===== src/core/pm_seq_defines.svh =====
// Timing counts and power thresholds shared by both ends of the power link.
`ifndef PM_SEQ_DEFINES_SVH
`define PM_SEQ_DEFINES_SVH

// Slow reference clock rate in hertz.
`define PM_REF_CLK_HZ       32768
// Power-enable debounce time in microseconds.
`define PM_DEBOUNCE_US      1000
// Least low time of the power enable that makes a shutdown event, in microseconds.
`define PM_MIN_LOW_US       100
// Least times round up to whole reference ticks.
`define PM_DEBOUNCE_TICKS   ((`PM_DEBOUNCE_US * `PM_REF_CLK_HZ + 999999) / 1000000)
`define PM_MIN_LOW_TICKS    ((`PM_MIN_LOW_US * `PM_REF_CLK_HZ + 999999) / 1000000)
// Width of the slow tick counters.
`define PM_TICK_W           8

// Input power samples are in milliwatts.
`define PM_POWER_W          16
`define PM_AVG_SAMPLES      512
`define PM_WARN_15W_MW      15000
`define PM_WARN_20W_MW      20000
`define PM_CRIT_MW          25000

`endif


===== src/core/pm_seq_pkg.sv =====
// Types shared by the module-side and carrier-side power sequencers.
package pm_seq_pkg;

    // Power states of the module.
    typedef enum logic [1:0] {
        PWR_OFF   = 2'b00,
        PWR_ON    = 2'b01,
        PWR_SLEEP = 2'b10
    } power_state_t;

    // Power budget selected by software.
    typedef enum logic {
        MODE_15W = 1'b0,
        MODE_20W = 1'b1
    } power_mode_t;

endpackage : pm_seq_pkg


===== src/core/pm_link_if.sv =====
// Connector signals between the compute module and the carrier board.
`timescale 1ns/1ps
interface pm_link_if;
    logic power_enable;        // Carrier to module, high means on.
    logic shutdown_request_n;  // Module to carrier, low asks for shutdown.
    logic mod_rst_out;         // Module open-drain data, always low.
    logic mod_rst_oe;          // Module pulls the reset line low.
    logic car_rst_out;         // Carrier open-drain data, always low.
    logic car_rst_oe;          // Carrier pulls the reset line low.
    logic module_reset_n;      // Resolved wire level with its pull-up.

    // The line is pulled up; any enabled low driver wins.
    assign module_reset_n = !((mod_rst_oe && !mod_rst_out) || (car_rst_oe && !car_rst_out));

    modport device (
        input  power_enable,
        input  module_reset_n,
        output shutdown_request_n,
        output mod_rst_out,
        output mod_rst_oe
    );

    modport carrier (
        output power_enable,
        input  module_reset_n,
        input  shutdown_request_n,
        output car_rst_out,
        output car_rst_oe
    );
endinterface : pm_link_if


===== src/core/module_power_sequencer.sv =====
// Module end of the power link: power states, shutdown requests and throttling.
`timescale 1ns/1ps
`include "pm_seq_defines.svh"
module module_power_sequencer #(
    parameter int IO_W    = 8,
    parameter int POWER_W = `PM_POWER_W,
    parameter int AVG_N   = `PM_AVG_SAMPLES
) (
    // Clock and reset.
    input  wire logic                   core_clk_in,
    input  wire logic                   rst_n_in,
    // Link to the carrier board.
    pm_link_if.device                   link,
    // Slow reference clock, sampled as a level.
    input  wire logic                   slow_ref_in,
    // Internal power-up and shutdown sources.
    input  wire logic                   powerup_done_in,
    input  wire logic                   sw_shutdown_in,
    input  wire logic                   thermal_trip_in,
    input  wire logic                   undervolt_in,
    // Sleep control and wake sources.
    input  wire logic                   sleep_req_in,
    input  wire logic                   deep_sleep_req_in,
    input  wire logic                   timer_wake_in,
    input  wire logic                   vbus_wake_in,
    input  wire logic                   card_detect_wake_in,
    input  wire logic                   pin_wake_in,
    input  wire logic                   temp_limit_in,
    // Input power monitor.
    input  pm_seq_pkg::power_mode_t     power_mode_in,
    input  wire logic                   sample_valid_in,
    input  wire logic [POWER_W-1:0]     sample_mw_in,
    // Module I/O values and state.
    input  wire logic [IO_W-1:0]        io_value_in,
    output logic      [IO_W-1:0]        io_value_out,
    output pm_seq_pkg::power_state_t    state_out,
    output logic                        regulator_shutdown_out,
    output logic                        sleep_indicator_n_out,
    output logic                        gpu_throttle_out,
    output logic                        cpu_throttle_out
);
    import pm_seq_pkg::*;

    localparam int DEB_TICKS = `PM_DEBOUNCE_TICKS;
    localparam int LOW_TICKS = `PM_MIN_LOW_TICKS;
    localparam int TW        = `PM_TICK_W;
    localparam int CNT_W     = $clog2(AVG_N);
    localparam int SUM_W     = POWER_W + CNT_W;

    power_state_t     state_q;
    logic             ref_meta_q;
    logic             ref_sync_q;
    logic             ref_last_q;
    logic             tick;
    logic             en_meta_q;
    logic             en_sync_q;
    logic             en_deb_q;
    logic             en_deb_last_q;
    logic [TW-1:0]    deb_cnt_q;
    logic [TW-1:0]    low_cnt_q;
    logic             low_event;
    logic             boot_done_q;
    logic             deep_q;
    logic             req_n_q;
    logic             rst_oe_q;
    logic             wake;
    logic [CNT_W-1:0] smp_cnt_q;
    logic [SUM_W-1:0] sum_q;
    logic [SUM_W-1:0] warn_limit;

    // Scales a milliwatt threshold to a window sum.
    function automatic logic [SUM_W-1:0] window_limit(input int mw);
        window_limit = SUM_W'(mw * AVG_N);
    endfunction : window_limit

    // The slow reference and the power enable pass two flops; the edge detector reads the second and its delayed copy.
    always_ff @(posedge core_clk_in or negedge rst_n_in) begin
        if (!rst_n_in) begin
            ref_meta_q <= 1'b0;
            ref_sync_q <= 1'b0;
            ref_last_q <= 1'b0;
            en_meta_q  <= 1'b0;
            en_sync_q  <= 1'b0;
        end else begin
            ref_meta_q <= slow_ref_in;
            ref_sync_q <= ref_meta_q;
            ref_last_q <= ref_sync_q;
            en_meta_q  <= link.power_enable;
            en_sync_q  <= en_meta_q;
        end
    end

    // One pulse per rising edge of the slow reference.
    assign tick = ref_sync_q && !ref_last_q;

    // The debounced level flips only after a full stable millisecond.
    always_ff @(posedge core_clk_in or negedge rst_n_in) begin
        if (!rst_n_in) begin
            en_deb_q      <= 1'b0;
            en_deb_last_q <= 1'b0;
            deb_cnt_q     <= '0;
        end else begin
            en_deb_last_q <= en_deb_q;
            if (en_sync_q == en_deb_q) begin
                deb_cnt_q <= '0;
            end else if (tick) begin
                if (deb_cnt_q >= TW'(DEB_TICKS - 1)) begin
                    en_deb_q  <= en_sync_q;
                    deb_cnt_q <= '0;
                end else begin
                    deb_cnt_q <= deb_cnt_q + 1'b1;
                end
            end
        end
    end

    // Low time of the enable, saturating at the event threshold.
    always_ff @(posedge core_clk_in or negedge rst_n_in) begin
        if (!rst_n_in) begin
            low_cnt_q <= '0;
        end else if (en_sync_q) begin
            low_cnt_q <= '0;
        end else if (tick && low_cnt_q < TW'(LOW_TICKS)) begin
            low_cnt_q <= low_cnt_q + 1'b1;
        end
    end

    assign low_event = (low_cnt_q >= TW'(LOW_TICKS)) && (state_q == PWR_ON);

    // A dropped enable in SLEEP also wakes so the OFF path runs from ON.
    assign wake = timer_wake_in || vbus_wake_in || card_detect_wake_in || pin_wake_in
                  || temp_limit_in || thermal_trip_in || !en_deb_q;

    // Power state machine.
    always_ff @(posedge core_clk_in or negedge rst_n_in) begin
        if (!rst_n_in) begin
            state_q <= PWR_OFF;
        end else begin
            case (state_q)
                PWR_OFF: begin
                    if (en_deb_q && !en_deb_last_q) begin
                        state_q <= PWR_ON;
                    end
                end
                PWR_ON: begin
                    if (!en_deb_q) begin
                        state_q <= PWR_OFF;
                    end else if (sleep_req_in) begin
                        state_q <= PWR_SLEEP;
                    end
                end
                PWR_SLEEP: begin
                    if (wake) begin
                        state_q <= PWR_ON;
                    end
                end
                default: begin
                    state_q <= PWR_OFF;
                end
            endcase
        end
    end

    // Boot completion survives sleep, so resume needs no new power-up.
    always_ff @(posedge core_clk_in or negedge rst_n_in) begin
        if (!rst_n_in) begin
            boot_done_q <= 1'b0;
        end else if (state_q == PWR_OFF) begin
            boot_done_q <= 1'b0;
        end else if (state_q == PWR_ON && powerup_done_in) begin
            boot_done_q <= 1'b1;
        end
    end

    // Deep sleep is a sub-state of SLEEP and ends with it.
    always_ff @(posedge core_clk_in or negedge rst_n_in) begin
        if (!rst_n_in) begin
            deep_q <= 1'b0;
        end else if (state_q != PWR_SLEEP || wake) begin
            deep_q <= 1'b0;
        end else if (deep_sleep_req_in) begin
            deep_q <= 1'b1;
        end
    end

    // Shutdown request: thermal in any state, the others only while on.
    always_ff @(posedge core_clk_in or negedge rst_n_in) begin
        if (!rst_n_in) begin
            req_n_q <= 1'b1;
        end else if (thermal_trip_in) begin
            req_n_q <= 1'b0;
        end else if (state_q == PWR_ON && (sw_shutdown_in || undervolt_in || low_event)) begin
            req_n_q <= 1'b0;
        end else if (state_q == PWR_OFF) begin
            req_n_q <= 1'b1;
        end
    end

    // Reset is held low in OFF and until power-up completes.
    always_ff @(posedge core_clk_in or negedge rst_n_in) begin
        if (!rst_n_in) begin
            rst_oe_q <= 1'b1;
        end else if (!en_deb_q || state_q == PWR_OFF) begin
            rst_oe_q <= 1'b1;
        end else if (boot_done_q || (state_q == PWR_ON && powerup_done_in)) begin
            rst_oe_q <= 1'b0;
        end
    end

    // Supply shutdown starts only once the enable is really gone.
    always_ff @(posedge core_clk_in or negedge rst_n_in) begin
        if (!rst_n_in) begin
            regulator_shutdown_out <= 1'b1;
        end else begin
            regulator_shutdown_out <= (state_q == PWR_OFF) || !en_deb_q;
        end
    end

    // Outputs freeze in SLEEP and drop low the cycle after the module asserts reset.
    always_ff @(posedge core_clk_in or negedge rst_n_in) begin
        if (!rst_n_in) begin
            io_value_out <= '0;
        end else if (rst_oe_q) begin
            io_value_out <= '0;
        end else if (state_q != PWR_SLEEP) begin
            io_value_out <= io_value_in;
        end
    end

    // Status outputs.
    always_ff @(posedge core_clk_in or negedge rst_n_in) begin
        if (!rst_n_in) begin
            state_out             <= PWR_OFF;
            sleep_indicator_n_out <= 1'b1;
        end else begin
            state_out             <= state_q;
            sleep_indicator_n_out <= !deep_q;
        end
    end

    // Warning threshold depends on the power mode; critical does not.
    assign warn_limit = (power_mode_in == MODE_20W) ? window_limit(`PM_WARN_20W_MW)
                                                    : window_limit(`PM_WARN_15W_MW);

    // Block average: a window sum compared once per AVG_N samples avoids a divider.
    always_ff @(posedge core_clk_in or negedge rst_n_in) begin
        if (!rst_n_in) begin
            smp_cnt_q        <= '0;
            sum_q            <= '0;
            gpu_throttle_out <= 1'b0;
            cpu_throttle_out <= 1'b0;
        end else if (sample_valid_in) begin
            cpu_throttle_out <= sample_mw_in > POWER_W'(`PM_CRIT_MW);
            if (smp_cnt_q == CNT_W'(AVG_N - 1)) begin
                gpu_throttle_out <= (sum_q + SUM_W'(sample_mw_in) > warn_limit)
                                    || sample_mw_in > POWER_W'(`PM_CRIT_MW);
                sum_q            <= '0;
                smp_cnt_q        <= '0;
            end else begin
                gpu_throttle_out <= gpu_throttle_out && !(sample_mw_in <= POWER_W'(`PM_CRIT_MW)
                                    && cpu_throttle_out && smp_cnt_q == '0);
                sum_q            <= sum_q + SUM_W'(sample_mw_in);
                smp_cnt_q        <= smp_cnt_q + 1'b1;
            end
        end
    end

    assign link.shutdown_request_n = req_n_q;
    assign link.mod_rst_out        = 1'b0;
    assign link.mod_rst_oe         = rst_oe_q;

endmodule : module_power_sequencer


===== src/flat_wrapper.sv =====
// flat-port wrapper written by rule: the top's interface ports become plain ports
module module_power_sequencer_flat import pm_seq_pkg::*;
#(
    parameter int IO_W    = 8,
    parameter int POWER_W = `PM_POWER_W,
    parameter int AVG_N   = `PM_AVG_SAMPLES
)
  (core_clk_in, rst_n_in, slow_ref_in, powerup_done_in, sw_shutdown_in, thermal_trip_in, undervolt_in, sleep_req_in, deep_sleep_req_in, timer_wake_in, vbus_wake_in, card_detect_wake_in, pin_wake_in, temp_limit_in, power_mode_in, sample_valid_in, sample_mw_in, io_value_in, io_value_out, state_out, regulator_shutdown_out, sleep_indicator_n_out, gpu_throttle_out, cpu_throttle_out, link_power_enable, link_shutdown_request_n, link_mod_rst_out, link_mod_rst_oe);
  pm_link_if link_i ();
  input  wire logic core_clk_in;
  input  wire logic rst_n_in;
  input  wire logic slow_ref_in;
  input  wire logic powerup_done_in;
  input  wire logic sw_shutdown_in;
  input  wire logic thermal_trip_in;
  input  wire logic undervolt_in;
  input  wire logic sleep_req_in;
  input  wire logic deep_sleep_req_in;
  input  wire logic timer_wake_in;
  input  wire logic vbus_wake_in;
  input  wire logic card_detect_wake_in;
  input  wire logic pin_wake_in;
  input  wire logic temp_limit_in;
  input  pm_seq_pkg::power_mode_t power_mode_in;
  input  wire logic sample_valid_in;
  input  wire logic [POWER_W-1:0] sample_mw_in;
  input  wire logic [IO_W-1:0] io_value_in;
  output logic      [IO_W-1:0] io_value_out;
  output pm_seq_pkg::power_state_t state_out;
  output logic regulator_shutdown_out;
  output logic sleep_indicator_n_out;
  output logic gpu_throttle_out;
  output logic cpu_throttle_out;
  input wire logic [$bits(link_i.power_enable)-1:0] link_power_enable;
  output wire logic [$bits(link_i.shutdown_request_n)-1:0] link_shutdown_request_n;
  output wire logic [$bits(link_i.mod_rst_out)-1:0] link_mod_rst_out;
  output wire logic [$bits(link_i.mod_rst_oe)-1:0] link_mod_rst_oe;
  assign link_i.power_enable = link_power_enable;
  assign link_shutdown_request_n = link_i.shutdown_request_n;
  assign link_mod_rst_out = link_i.mod_rst_out;
  assign link_mod_rst_oe = link_i.mod_rst_oe;
  module_power_sequencer #(.IO_W(IO_W), .POWER_W(POWER_W), .AVG_N(AVG_N)) u_core (.core_clk_in(core_clk_in), .rst_n_in(rst_n_in), .link(link_i), .slow_ref_in(slow_ref_in), .powerup_done_in(powerup_done_in), .sw_shutdown_in(sw_shutdown_in), .thermal_trip_in(thermal_trip_in), .undervolt_in(undervolt_in), .sleep_req_in(sleep_req_in), .deep_sleep_req_in(deep_sleep_req_in), .timer_wake_in(timer_wake_in), .vbus_wake_in(vbus_wake_in), .card_detect_wake_in(card_detect_wake_in), .pin_wake_in(pin_wake_in), .temp_limit_in(temp_limit_in), .power_mode_in(power_mode_in), .sample_valid_in(sample_valid_in), .sample_mw_in(sample_mw_in), .io_value_in(io_value_in), .io_value_out(io_value_out), .state_out(state_out), .regulator_shutdown_out(regulator_shutdown_out), .sleep_indicator_n_out(sleep_indicator_n_out), .gpu_throttle_out(gpu_throttle_out), .cpu_throttle_out(cpu_throttle_out));
endmodule

===== config.mk =====
export PLATFORM = sky130hd
export DESIGN_NAME = module_power_sequencer_flat
export DESIGN_NICKNAME = d
export VERILOG_FILES = /design/src/core/pm_seq_pkg.sv /design/src/core/pm_link_if.sv /design/src/core/module_power_sequencer.sv /design/src/flat_wrapper.sv
export VERILOG_INCLUDE_DIRS = /design/src /design/src/core
export SDC_FILE = /design/constraint.sdc
export NUM_CORES = 1
export LEC_CHECK = 0
export ABC_AREA = 1
export BUFFER_PORTS_ARGS = -buffer_cell sky130_fd_sc_hd__buf_2
export CAP_MARGIN = 20
export CORE_MARGIN = 1.5
export CORE_UTILIZATION = 32
export DETAILED_ROUTE_END_ITERATION = 8
export GPL_ROUTABILITY_DRIVEN = 1
export SYNTH_ARGS = -nofsm -noshare
export SYNTH_HDL_FRONTEND = slang
export SYNTH_SLANG_ARGS = --single-unit

===== constraint.sdc =====
create_clock -name core_clk_in -period 3.4 [get_ports core_clk_in]
set_input_delay 0.68 -clock core_clk_in [delete_from_list [all_inputs] [get_ports core_clk_in]]
set_output_delay 0.68 -clock core_clk_in [all_outputs]
set_load 0.1 [all_outputs]

==> implementation parameters, run 1 <==
Parameter                              Value

Outcome
  Result of the run    finished, final reports clean

Clock tree
  Worst skew pair latency    ~0.35 ns
  CTS tree    yes
  Root Buffer Master    sky130_fd_sc_hd__clkbuf_16
  Total of hold buffers inserted after clock tree synthesis    0
  H-tree depth    3
  Clock Path Buffers    2
  CTS clock-pin slew for the worst setup and hold paths    0.06 ns
  Clock buffer count from CTS    9
  Total number of clock tree sinks    77

Layout
  Commonest cells after routing, fill and taps aside    sky130_fd_sc_hd__nand2_1, sky130_fd_sc_hd__inv_1, sky130_fd_sc_hd__buf_4, sky130_fd_sc_hd__dfrtp_1, sky130_fd_sc_hd__buf_2
  Post-layout nets    846
  Multi-input logic area    about 0.0026 mm^2
  Post-route cell area    0.006351 mm^2
  Storage element area    0.001932 mm^2
  Final non-filler cell total    962
  Leading cell type in the layout, fill and taps excluded    sky130_fd_sc_hd__nand2_1
  Layout cell share with drive strength beyond 1    28.66%
  Signed area change from the synthesized netlist to the final layout    32.98%
  Fillers    1,479
  Number of diodes added for antenna fixing    0

Yosys
  Synth Flop Type    sky130_fd_sc_hd__dfrtp_1
  Post-synthesis mux area share    0%
  Fraction of the mapped netlist area in simple logic gates    28.61%
  Area fraction of the dominant cell type after synthesis    38.25%
  Library cells used by synthesis    41
  Area share of fa/ha/maj cells after synthesis    approximately 8.5%
  Post-synthesis compound-gate area fraction    a little over a tenth
  Synth Area in XOR/XNOR    under 10%
  Sequential share of the synthesized area    between 40% and 50%
  Cells after synthesis    629
  Share of synthesized registers carrying an async set or reset    100.0%
  Average cell area after synthesis    between 7 and 8 um^2
  Number of synthesized flops with an enable pin    0
  Cell taking the most area after synthesis    sky130_fd_sc_hd__dfrtp_1
  Number of flip-flops and latches in the synthesized netlist    77
  Synth top area cells    sky130_fd_sc_hd__dfrtp_1, sky130_fd_sc_hd__nand2_1, sky130_fd_sc_hd__ha_1
  Number of nets in the synthesized netlist    702
  Post-synth design cell area    0.004776 mm^2
  Combinational family with the most area after synthesis    simple AND/OR/NAND/NOR gates
  Yosys warnings    0

Detailed routing
  Vias/cell    between 4 and 5
  Number of violations reported at the end of detailed-routing iteration 0    between 150 and 200
  Number of routed nets with antenna violations    0
  Total via count in the routed design    4,444
  DRC violations left    0
  Number of optimization iterations in the first detailed-route pass    4
  Drt total wl    11,990 um
  Avg WL per Cell    12.46 um

Setup path
  Critical Path Start Type    input port
  Maximum fanout along the worst path    3
  Register-to-register setup slack    0.14 ns
  Capture instance of the worst register-to-register path    u_core.gpu_throttle_out
  Worst EP required    roughly 3.6 ns
  Crit Path Class    in2reg
  Cell count of the worst reg-to-reg path    25
  Data arrival time of the critical path    3.52 ns
  Reg2Reg Launch Point    u_core.sum_q[6]
  Crit path capture type    flip-flop

Power and ir drop
  Portion of total power attributed to the clock network    20.2%
  Internal power of the cells    ~2.8 mW
  Switching fraction of total power    39.97%
  Leakage Power    between 3 and 4 nW
  Total net switching power    1.882 mW
  Peak supply drop    0.2660 mV
  Power density over cell area    741.1 mW/mm^2
  Part of the power in registers    26.6%
  Gate power share    a little over half

Place
  Port buffer count    56
  Placed cell count    943
  Total placed instance area    between 0.005 and 0.006 mm^2
  Gpl congestion    between 0.8 and 0.9
  Final HPWL DP    9075 um

GRT
  Wire length of the first global-routing pass    20,040 um
  Number of global-route vias before repair    about 4,300
  Antenna violations before repair    0
  Gr ovfl total    0
  Largest net degree at the start of global routing    60
  Global-route usage over all layers    15.91%

Floorplanning
  Floorplan die area    0.01567 mm^2
  Core Area    0.01453 mm^2
  Number of I/O pins    slightly below 60
  Width of the die    125.2 um
  Initial cell density of the core    between 30% and 40%
  # rows    44
  Die Y-Extent    between 100 and 150 um

Timing
  Count of final setup violators    0
  Largest clock skew in the final design    0.009314 ns
  Hold Violations, Final    0
  Fin. max-slew vios    0
  Tcrit/Tclk final    96.61%
  Highest Clock Rate    0.3044 GHz
  Time the worst path needs with I/O delays and setup    3.285 ns
  Final hold slack    0.3517 ns
  Worst rel slew slack    47.17%
  Transition time of the tightest slew-check pin    0.7925 ns
  Setup repair after global routing missed its margin    yes

Min path
  Worst min-delay path startpoint    u_core.en_meta_q
  Worst hold stages    0
  Kind of path behind the tightest hold check    reg2reg
  Worst Hold Endpoint    u_core.en_sync_q

Run
  Maxcap violations    0
[kinds of logic after synthesis]
group,Yosys count
AOI/OAI and AO/OA,84
xor gates and xnor gates,15
adders and majority gates,32
buffers and inverters,114
DFF,77
other,1
and+or+nand+nor,306
[metal layers]
layer,share of wire (%),vias to the layer above,wire [um],global-route usage (%)
met1,47,2058,5650,20.37
met2,47,55,5620,26.10
met4,2.4,0,282,5.481
met5,0,-,0,0
met3,3.6,21,431,4.151
li1,-,2310,-,-
[worst max path at each step]
stage	slack (ns)	start	cells past startpoint	to
global placement	-0.29	sample_mw_in[8]	25	u_core.gpu_throttle_out
finish	0.12	sample_mw_in[6]	26	u_core.gpu_throttle_out
detailed placement	-0.32	sample_mw_in[4]	28	u_core.gpu_throttle_out
floorplan	0.05	sample_mw_in[6]	25	u_core.gpu_throttle_out
global route	-0.17	sample_mw_in[6]	26	u_core.gpu_throttle_out
CTS	0.006	sample_mw_in[6]	26	u_core.gpu_throttle_out
[worst max-delay path, cell delays in order]
cell and delay (ns):
sky130_fd_sc_hd__buf_2 0.11, sky130_fd_sc_hd__ha_1 0.30, sky130_fd_sc_hd__nand2_1 0.11, sky130_fd_sc_hd__nor2_4 0.13, sky130_fd_sc_hd__nand3_2 0.11, sky130_fd_sc_hd__nand3_4 0.08, sky130_fd_sc_hd__nand2_2 0.08, sky130_fd_sc_hd__nand2_4 0.08
sky130_fd_sc_hd__nand3_2 0.08, sky130_fd_sc_hd__nor3_2 0.15, sky130_fd_sc_hd__xor2_1 0.23, sky130_fd_sc_hd__inv_1 0.07, sky130_fd_sc_hd__ha_1 0.27, sky130_fd_sc_hd__inv_1 0.05, sky130_fd_sc_hd__nor2_2 0.12, sky130_fd_sc_hd__nand2_1 0.07
sky130_fd_sc_hd__nor2_1 0.11, sky130_fd_sc_hd__nand3_1 0.08, sky130_fd_sc_hd__nor2_1 0.09, sky130_fd_sc_hd__nand2_1 0.05, sky130_fd_sc_hd__nor2_1 0.08, sky130_fd_sc_hd__nand3_1 0.07, sky130_fd_sc_hd__nor2_1 0.10, sky130_fd_sc_hd__nand3_1 0.08
sky130_fd_sc_hd__nand2_2 0.09, sky130_fd_sc_hd__a21oi_2 0.05
[Yosys cell counts (4+ instances only)]
cell / n
sky130_fd_sc_hd__nand3_2: 6
sky130_fd_sc_hd__dfrtp_1: 73
sky130_fd_sc_hd__a22o_1: 9
sky130_fd_sc_hd__nor3_1: 8
sky130_fd_sc_hd__nand3_1: 48
sky130_fd_sc_hd__inv_2: 11
sky130_fd_sc_hd__nor4_1: 5
sky130_fd_sc_hd__ha_1: 31
sky130_fd_sc_hd__dfstp_2: 4
sky130_fd_sc_hd__clkbuf_1: 9
sky130_fd_sc_hd__nor2_1: 57
sky130_fd_sc_hd__o22ai_1: 8
sky130_fd_sc_hd__o21ai_0: 33
sky130_fd_sc_hd__xor2_1: 12
sky130_fd_sc_hd__inv_1: 92
sky130_fd_sc_hd__a21oi_1: 21
sky130_fd_sc_hd__nand2_1: 155
sky130_fd_sc_hd__nand2_2: 9
[state kept, by name, summed over array words and instances, names as in the netlist]
| name | cells |
|---|---|
| u_core.state_q | 2 |
| u_core.en_meta_q | 1 |
| u_core.low_cnt_q | 8 |
| u_core.ref_last_q | 1 |
| u_core.boot_done_q | 1 |
| u_core.ref_meta_q | 1 |
| u_core.smp_cnt_q | 9 |
| u_core.link.shutdown_request_n | 1 |
| u_core.ref_sync_q | 1 |
| u_core.en_deb_q | 1 |
| u_core.link.mod_rst_oe | 1 |
| u_core.regulator_shutdown_out | 1 |
| u_core.gpu_throttle_out | 1 |
| u_core.deb_cnt_q | 8 |
| u_core.sleep_indicator_n_out | 1 |
| u_core.io_value_out | 8 |
| u_core.cpu_throttle_out | 1 |
| u_core.en_sync_q | 1 |
| u_core.en_deb_last_q | 1 |
| u_core.state_out | 2 |
| u_core.deep_q | 1 |
| u_core.sum_q | 25 |
[cell type report]
class	instances	share of cell area (%)
Clock buffer	11	3.980
Tap cell	184	3.625
Inverter	104	6.147
Multi-Input combinational cell	438	40.43
Sequential cell	77	30.42
Clock inverter	5	0.6698
Timing Repair Buffer	143	14.74
[metrics by stage]
stage / total power [mW] / util (%) / setup WS, ns / setup TNS (ns)
after floorplan: 2.540 / - / 0.04510 / 0
after global placement: 3.589 / 40.44 / -0.2858 / -0.2858
after detailed placement: 3.593 / 40.44 / -0.3169 / -0.3169
after CTS: 4.608 / 42.75 / 0.006382 / 0
after global routing: 5.108 / 43.70 / -0.1718 / -0.1718
final: 4.707 / 43.70 / 0.1153 / 0
[power by group through the flow]
| stage | clock [mW] | combinational (mW) | sequential, mW |
|---|---|---|---|
| floorplan | 0 | 1.31 | 1.23 |
| global placement | 0 | 2.34 | 1.25 |
| global route | 1.02 | 2.81 | 1.27 |
| CTS | 0.987 | 2.38 | 1.24 |
| finish | 0.953 | 2.50 | 1.25 |
| detailed placement | 0 | 2.34 | 1.25 |
[timing repair]
action / in CTS / in global routing
pin swaps: 2 / 13
gates resized for setup: 4 / 22
endpoints found under the setup margin: 1 / 1
buffers inserted: 1 / 2
(Power assumes the default switching activity.)
==> inputs of run 2 (changes only) <==
--- a/config.mk
+++ b/config.mk
@@ -10,9 +10,10 @@
 export BUFFER_PORTS_ARGS = -buffer_cell sky130_fd_sc_hd__buf_2
 export CAP_MARGIN = 20
 export CORE_MARGIN = 1.5
-export CORE_UTILIZATION = 32
+export CORE_UTILIZATION = 50
 export DETAILED_ROUTE_END_ITERATION = 8
 export GPL_ROUTABILITY_DRIVEN = 1
+export PLACE_DENSITY = 0.7
 export SYNTH_ARGS = -nofsm -noshare
 export SYNTH_HDL_FRONTEND = slang
 export SYNTH_SLANG_ARGS = --single-unit
==> run 2 against run 1 <==
The run now ends with setup timing left. Sequential share of layout area up 0.95 points. Largest power group unchanged. Cell area down 3.0%. Worst setup slack worse by 0.12 ns. Via count up 1.4%. First-iteration DRC count unchanged.
==> implementation parameters, run 2 (synthesized netlist as in run 1, its figures left out) <==
Parameter                              Value

Outcome
  Result of the run    finished with violations
  Violated checks    setup timing

Timing
  Worst rel slew slack    34.42% (-13 points)
  Transition time of the tightest slew-check pin    0.9837 ns (+0.1912 ns)
  Tcrit/Tclk final    100.1% (+3.5 points)
  Largest clock skew in the final design    0.009870 ns (+0.0005565 ns)
  Hold Violations, Final    0 (unchanged)
  Final setup margin    -0.003849 ns (-0.1192 ns)
  Highest Clock Rate    0.2938 GHz (-3.5%)
  Time the worst path needs with I/O delays and setup    3.404 ns (+0.1192 ns)
  Count of final setup violators    1 (+1)
  Setup repair after global routing missed its margin    yes
  Fin. max-slew vios    0 (unchanged)

Place
  Final HPWL DP    8734 um (-3.8%)
  Setup slack at placement    -0.3837 ns (-0.06675 ns)
  Gpl congestion    0.9095 (+4.8%)
  Port buffer count    56 (unchanged)
  Total placed instance area    0.005749 mm^2 (-2.2%)

Layout
  Signed area change from the synthesized netlist to the final layout    28.98%
  Layout cell share with drive strength beyond 1    28.24% (-0.42 points)
  Leading cell type in the layout, fill and taps excluded    sky130_fd_sc_hd__nand2_1
  Largest registers    u_core.sum_q (25), u_core.smp_cnt_q (9)
  Max FFs per register    25 (unchanged)
  Post-route cell area    0.006160 mm^2 (-3.0%)
  Top reg by flops    u_core.sum_q
  Commonest cells after routing, fill and taps aside    sky130_fd_sc_hd__nand2_1, sky130_fd_sc_hd__inv_1, sky130_fd_sc_hd__buf_4, sky130_fd_sc_hd__dfrtp_1, sky130_fd_sc_hd__buf_2
  Core occupancy in the finished layout    66.66% (+23 points)
  Number of diodes added for antenna fixing    0 (unchanged)
  Post-layout nets    840 (-0.71%)

Setup path
  Maximum fanout along the worst path    4 (+1)
  Largest incremental delay on the critical path    0.43 ns (+0.13 ns)
  Data arrival time of the critical path    3.65 ns (+0.13 ns)
  CP dominant cell by count    sky130_fd_sc_hd__nand3_1
  Worst EP required    3.64 ns (about the same)
  Critical Path Start Type    flip-flop
  Crit path capture type    flip-flop
  Slowest cell on crit path    sky130_fd_sc_hd__dfrtp_1
  Crit Path Class    reg2reg

Power and ir drop
  Power density over cell area    717.3 mW/mm^2 (-3.2%)
  Leakage Power    3.319 nW (-1.9%)
  Peak supply drop    0.3102 mV (+17%)

Detailed routing
  DRC violations left    0 (unchanged)
  Number of routed nets with antenna violations    0 (unchanged)
  Vias/cell    5.001 (+8.3%)
  Total via count in the routed design    4,506 (+1.4%)
  Drt total wl    11,740 um (-2.1%)
  Number of violations reported at the end of detailed-routing iteration 0    189 (unchanged)
  Avg WL per Cell    13.03 um (+4.5%)
  Number of optimization iterations in the first detailed-route pass    5 (+1)

Clock tree
  Clock buffer count from CTS    9 (unchanged)
  CTS tree    yes
  Clock Path Buffers    2 (unchanged)
  CTS clock-pin slew for the worst setup and hold paths    0.09 ns (+0.03 ns)
  H-tree depth    3 (unchanged)
  Root Buffer Master    sky130_fd_sc_hd__clkbuf_8
  Total number of clock tree sinks    77 (unchanged)
  Worst skew pair latency    0.35 ns (about the same)

GRT
  Number of global-route vias before repair    4,313 (+0.33%)
  Wire length of the first global-routing pass    19,370 um (-3.3%)
  Antenna violations before repair    0 (unchanged)
  Global-route usage over all layers    24.03% (+8.1 points)
  Largest net degree at the start of global routing    78 (+30%)
  Gr ovfl total    0 (unchanged)

Floorplanning
  Core Area    0.009240 mm^2 (-36%)
  # rows    35 (-20%)
  Initial cell density of the core    51.69% (+19 points)
  Floorplan die area    0.01015 mm^2 (-35%)
  Number of I/O pins    58 (unchanged)
  Width of the die    100.7 um (-20%)
  Die Y-Extent    100.7 um (-20%)

Min path
  Kind of path behind the tightest hold check    reg2reg

Run
  Maxcap violations    0 (unchanged)
run 2: repair_timing:
item | CTS | global route
pin swaps | 2 | 20
setup buffers | 0 | 5
setup endpoints to repair | 1 | 1
gates resized for setup | 0 | 31
hold endpoints to repair | 0 | 0
hold buffers | 0 | 0
run 2: routing by layer:
layer | global-route usage (%) | up-vias | routed length, um
li1 | - | 2290 | -
met1 | 33.62 | 2107 | 5542
met3 | 3.745 | 18 | 492
met5 | 0 | - | 0
met4 | 8.234 | 0 | 204
met2 | 38.10 | 91 | 5496
run 2: critical path, delay by kind of cell, from the launching register on:
kind,cells,cell delay [ns]
buffers and inverters,2,0.14
AO/OA/AOI/OAI,1,0.04
flip-flops,1,0.43
adder cells (fa/ha/maj),2,0.60
AND/OR/NAND/NOR,19,1.86
XOR/XNOR,1,0.22
run 2: final cells by class:
type	instances	area, um^2
Clock buffer	10	127.6
Tap cell	129	161.4
Fill cell	792	3080
Inverter	104	390.4
Sequential cell	77	1932
Clock inverter	6	71.32
Timing Repair Buffer	137	890.9
Multi-Input combinational cell	438	2586
run 2: through the flow:
stage | total power, mW | hold WS (ns) | std cells | TNS (ns)
2_1_floorplan | 2.540 | 0.3312 | 629 | 0
3_3_place_gp | 3.455 | 0.3326 | 880 | -0.2138
3_5_place_dp | 3.505 | 0.3516 | 880 | -0.3837
4_1_cts | 4.239 | 0.3681 | 896 | 0
5_1_grt | 4.769 | 0.3776 | 901 | -0.2482
6_report | 4.419 | 0.3688 | 901 | -0.003849
run 2: path summary, 6_finish.rpt:
check | slack (ns) | start | cells after the start | endpoint
max in group asynchronous | 2.28 | rst_n_in | 1 | u_core.smp_cnt_q[2]
setup reg to reg | -0.004 | u_core.sum_q[8] | 25 | u_core.gpu_throttle_out
hold reg to reg | 0.37 | u_core.en_meta_q | 0 | u_core.en_sync_q
min in group asynchronous | 0.47 | rst_n_in | 1 | u_core.sum_q[9]
setup / recovery | -0.004 | u_core.sum_q[8] | 25 | u_core.gpu_throttle_out
hold / removal | 0.37 | u_core.en_meta_q | 0 | u_core.en_sync_q
run 2: power breakdown:
group          switching [mW]  internal (mW)
clock network           0.364          0.345
registers               0.165           1.09
logic                    1.31           1.14
total                    1.84           2.58
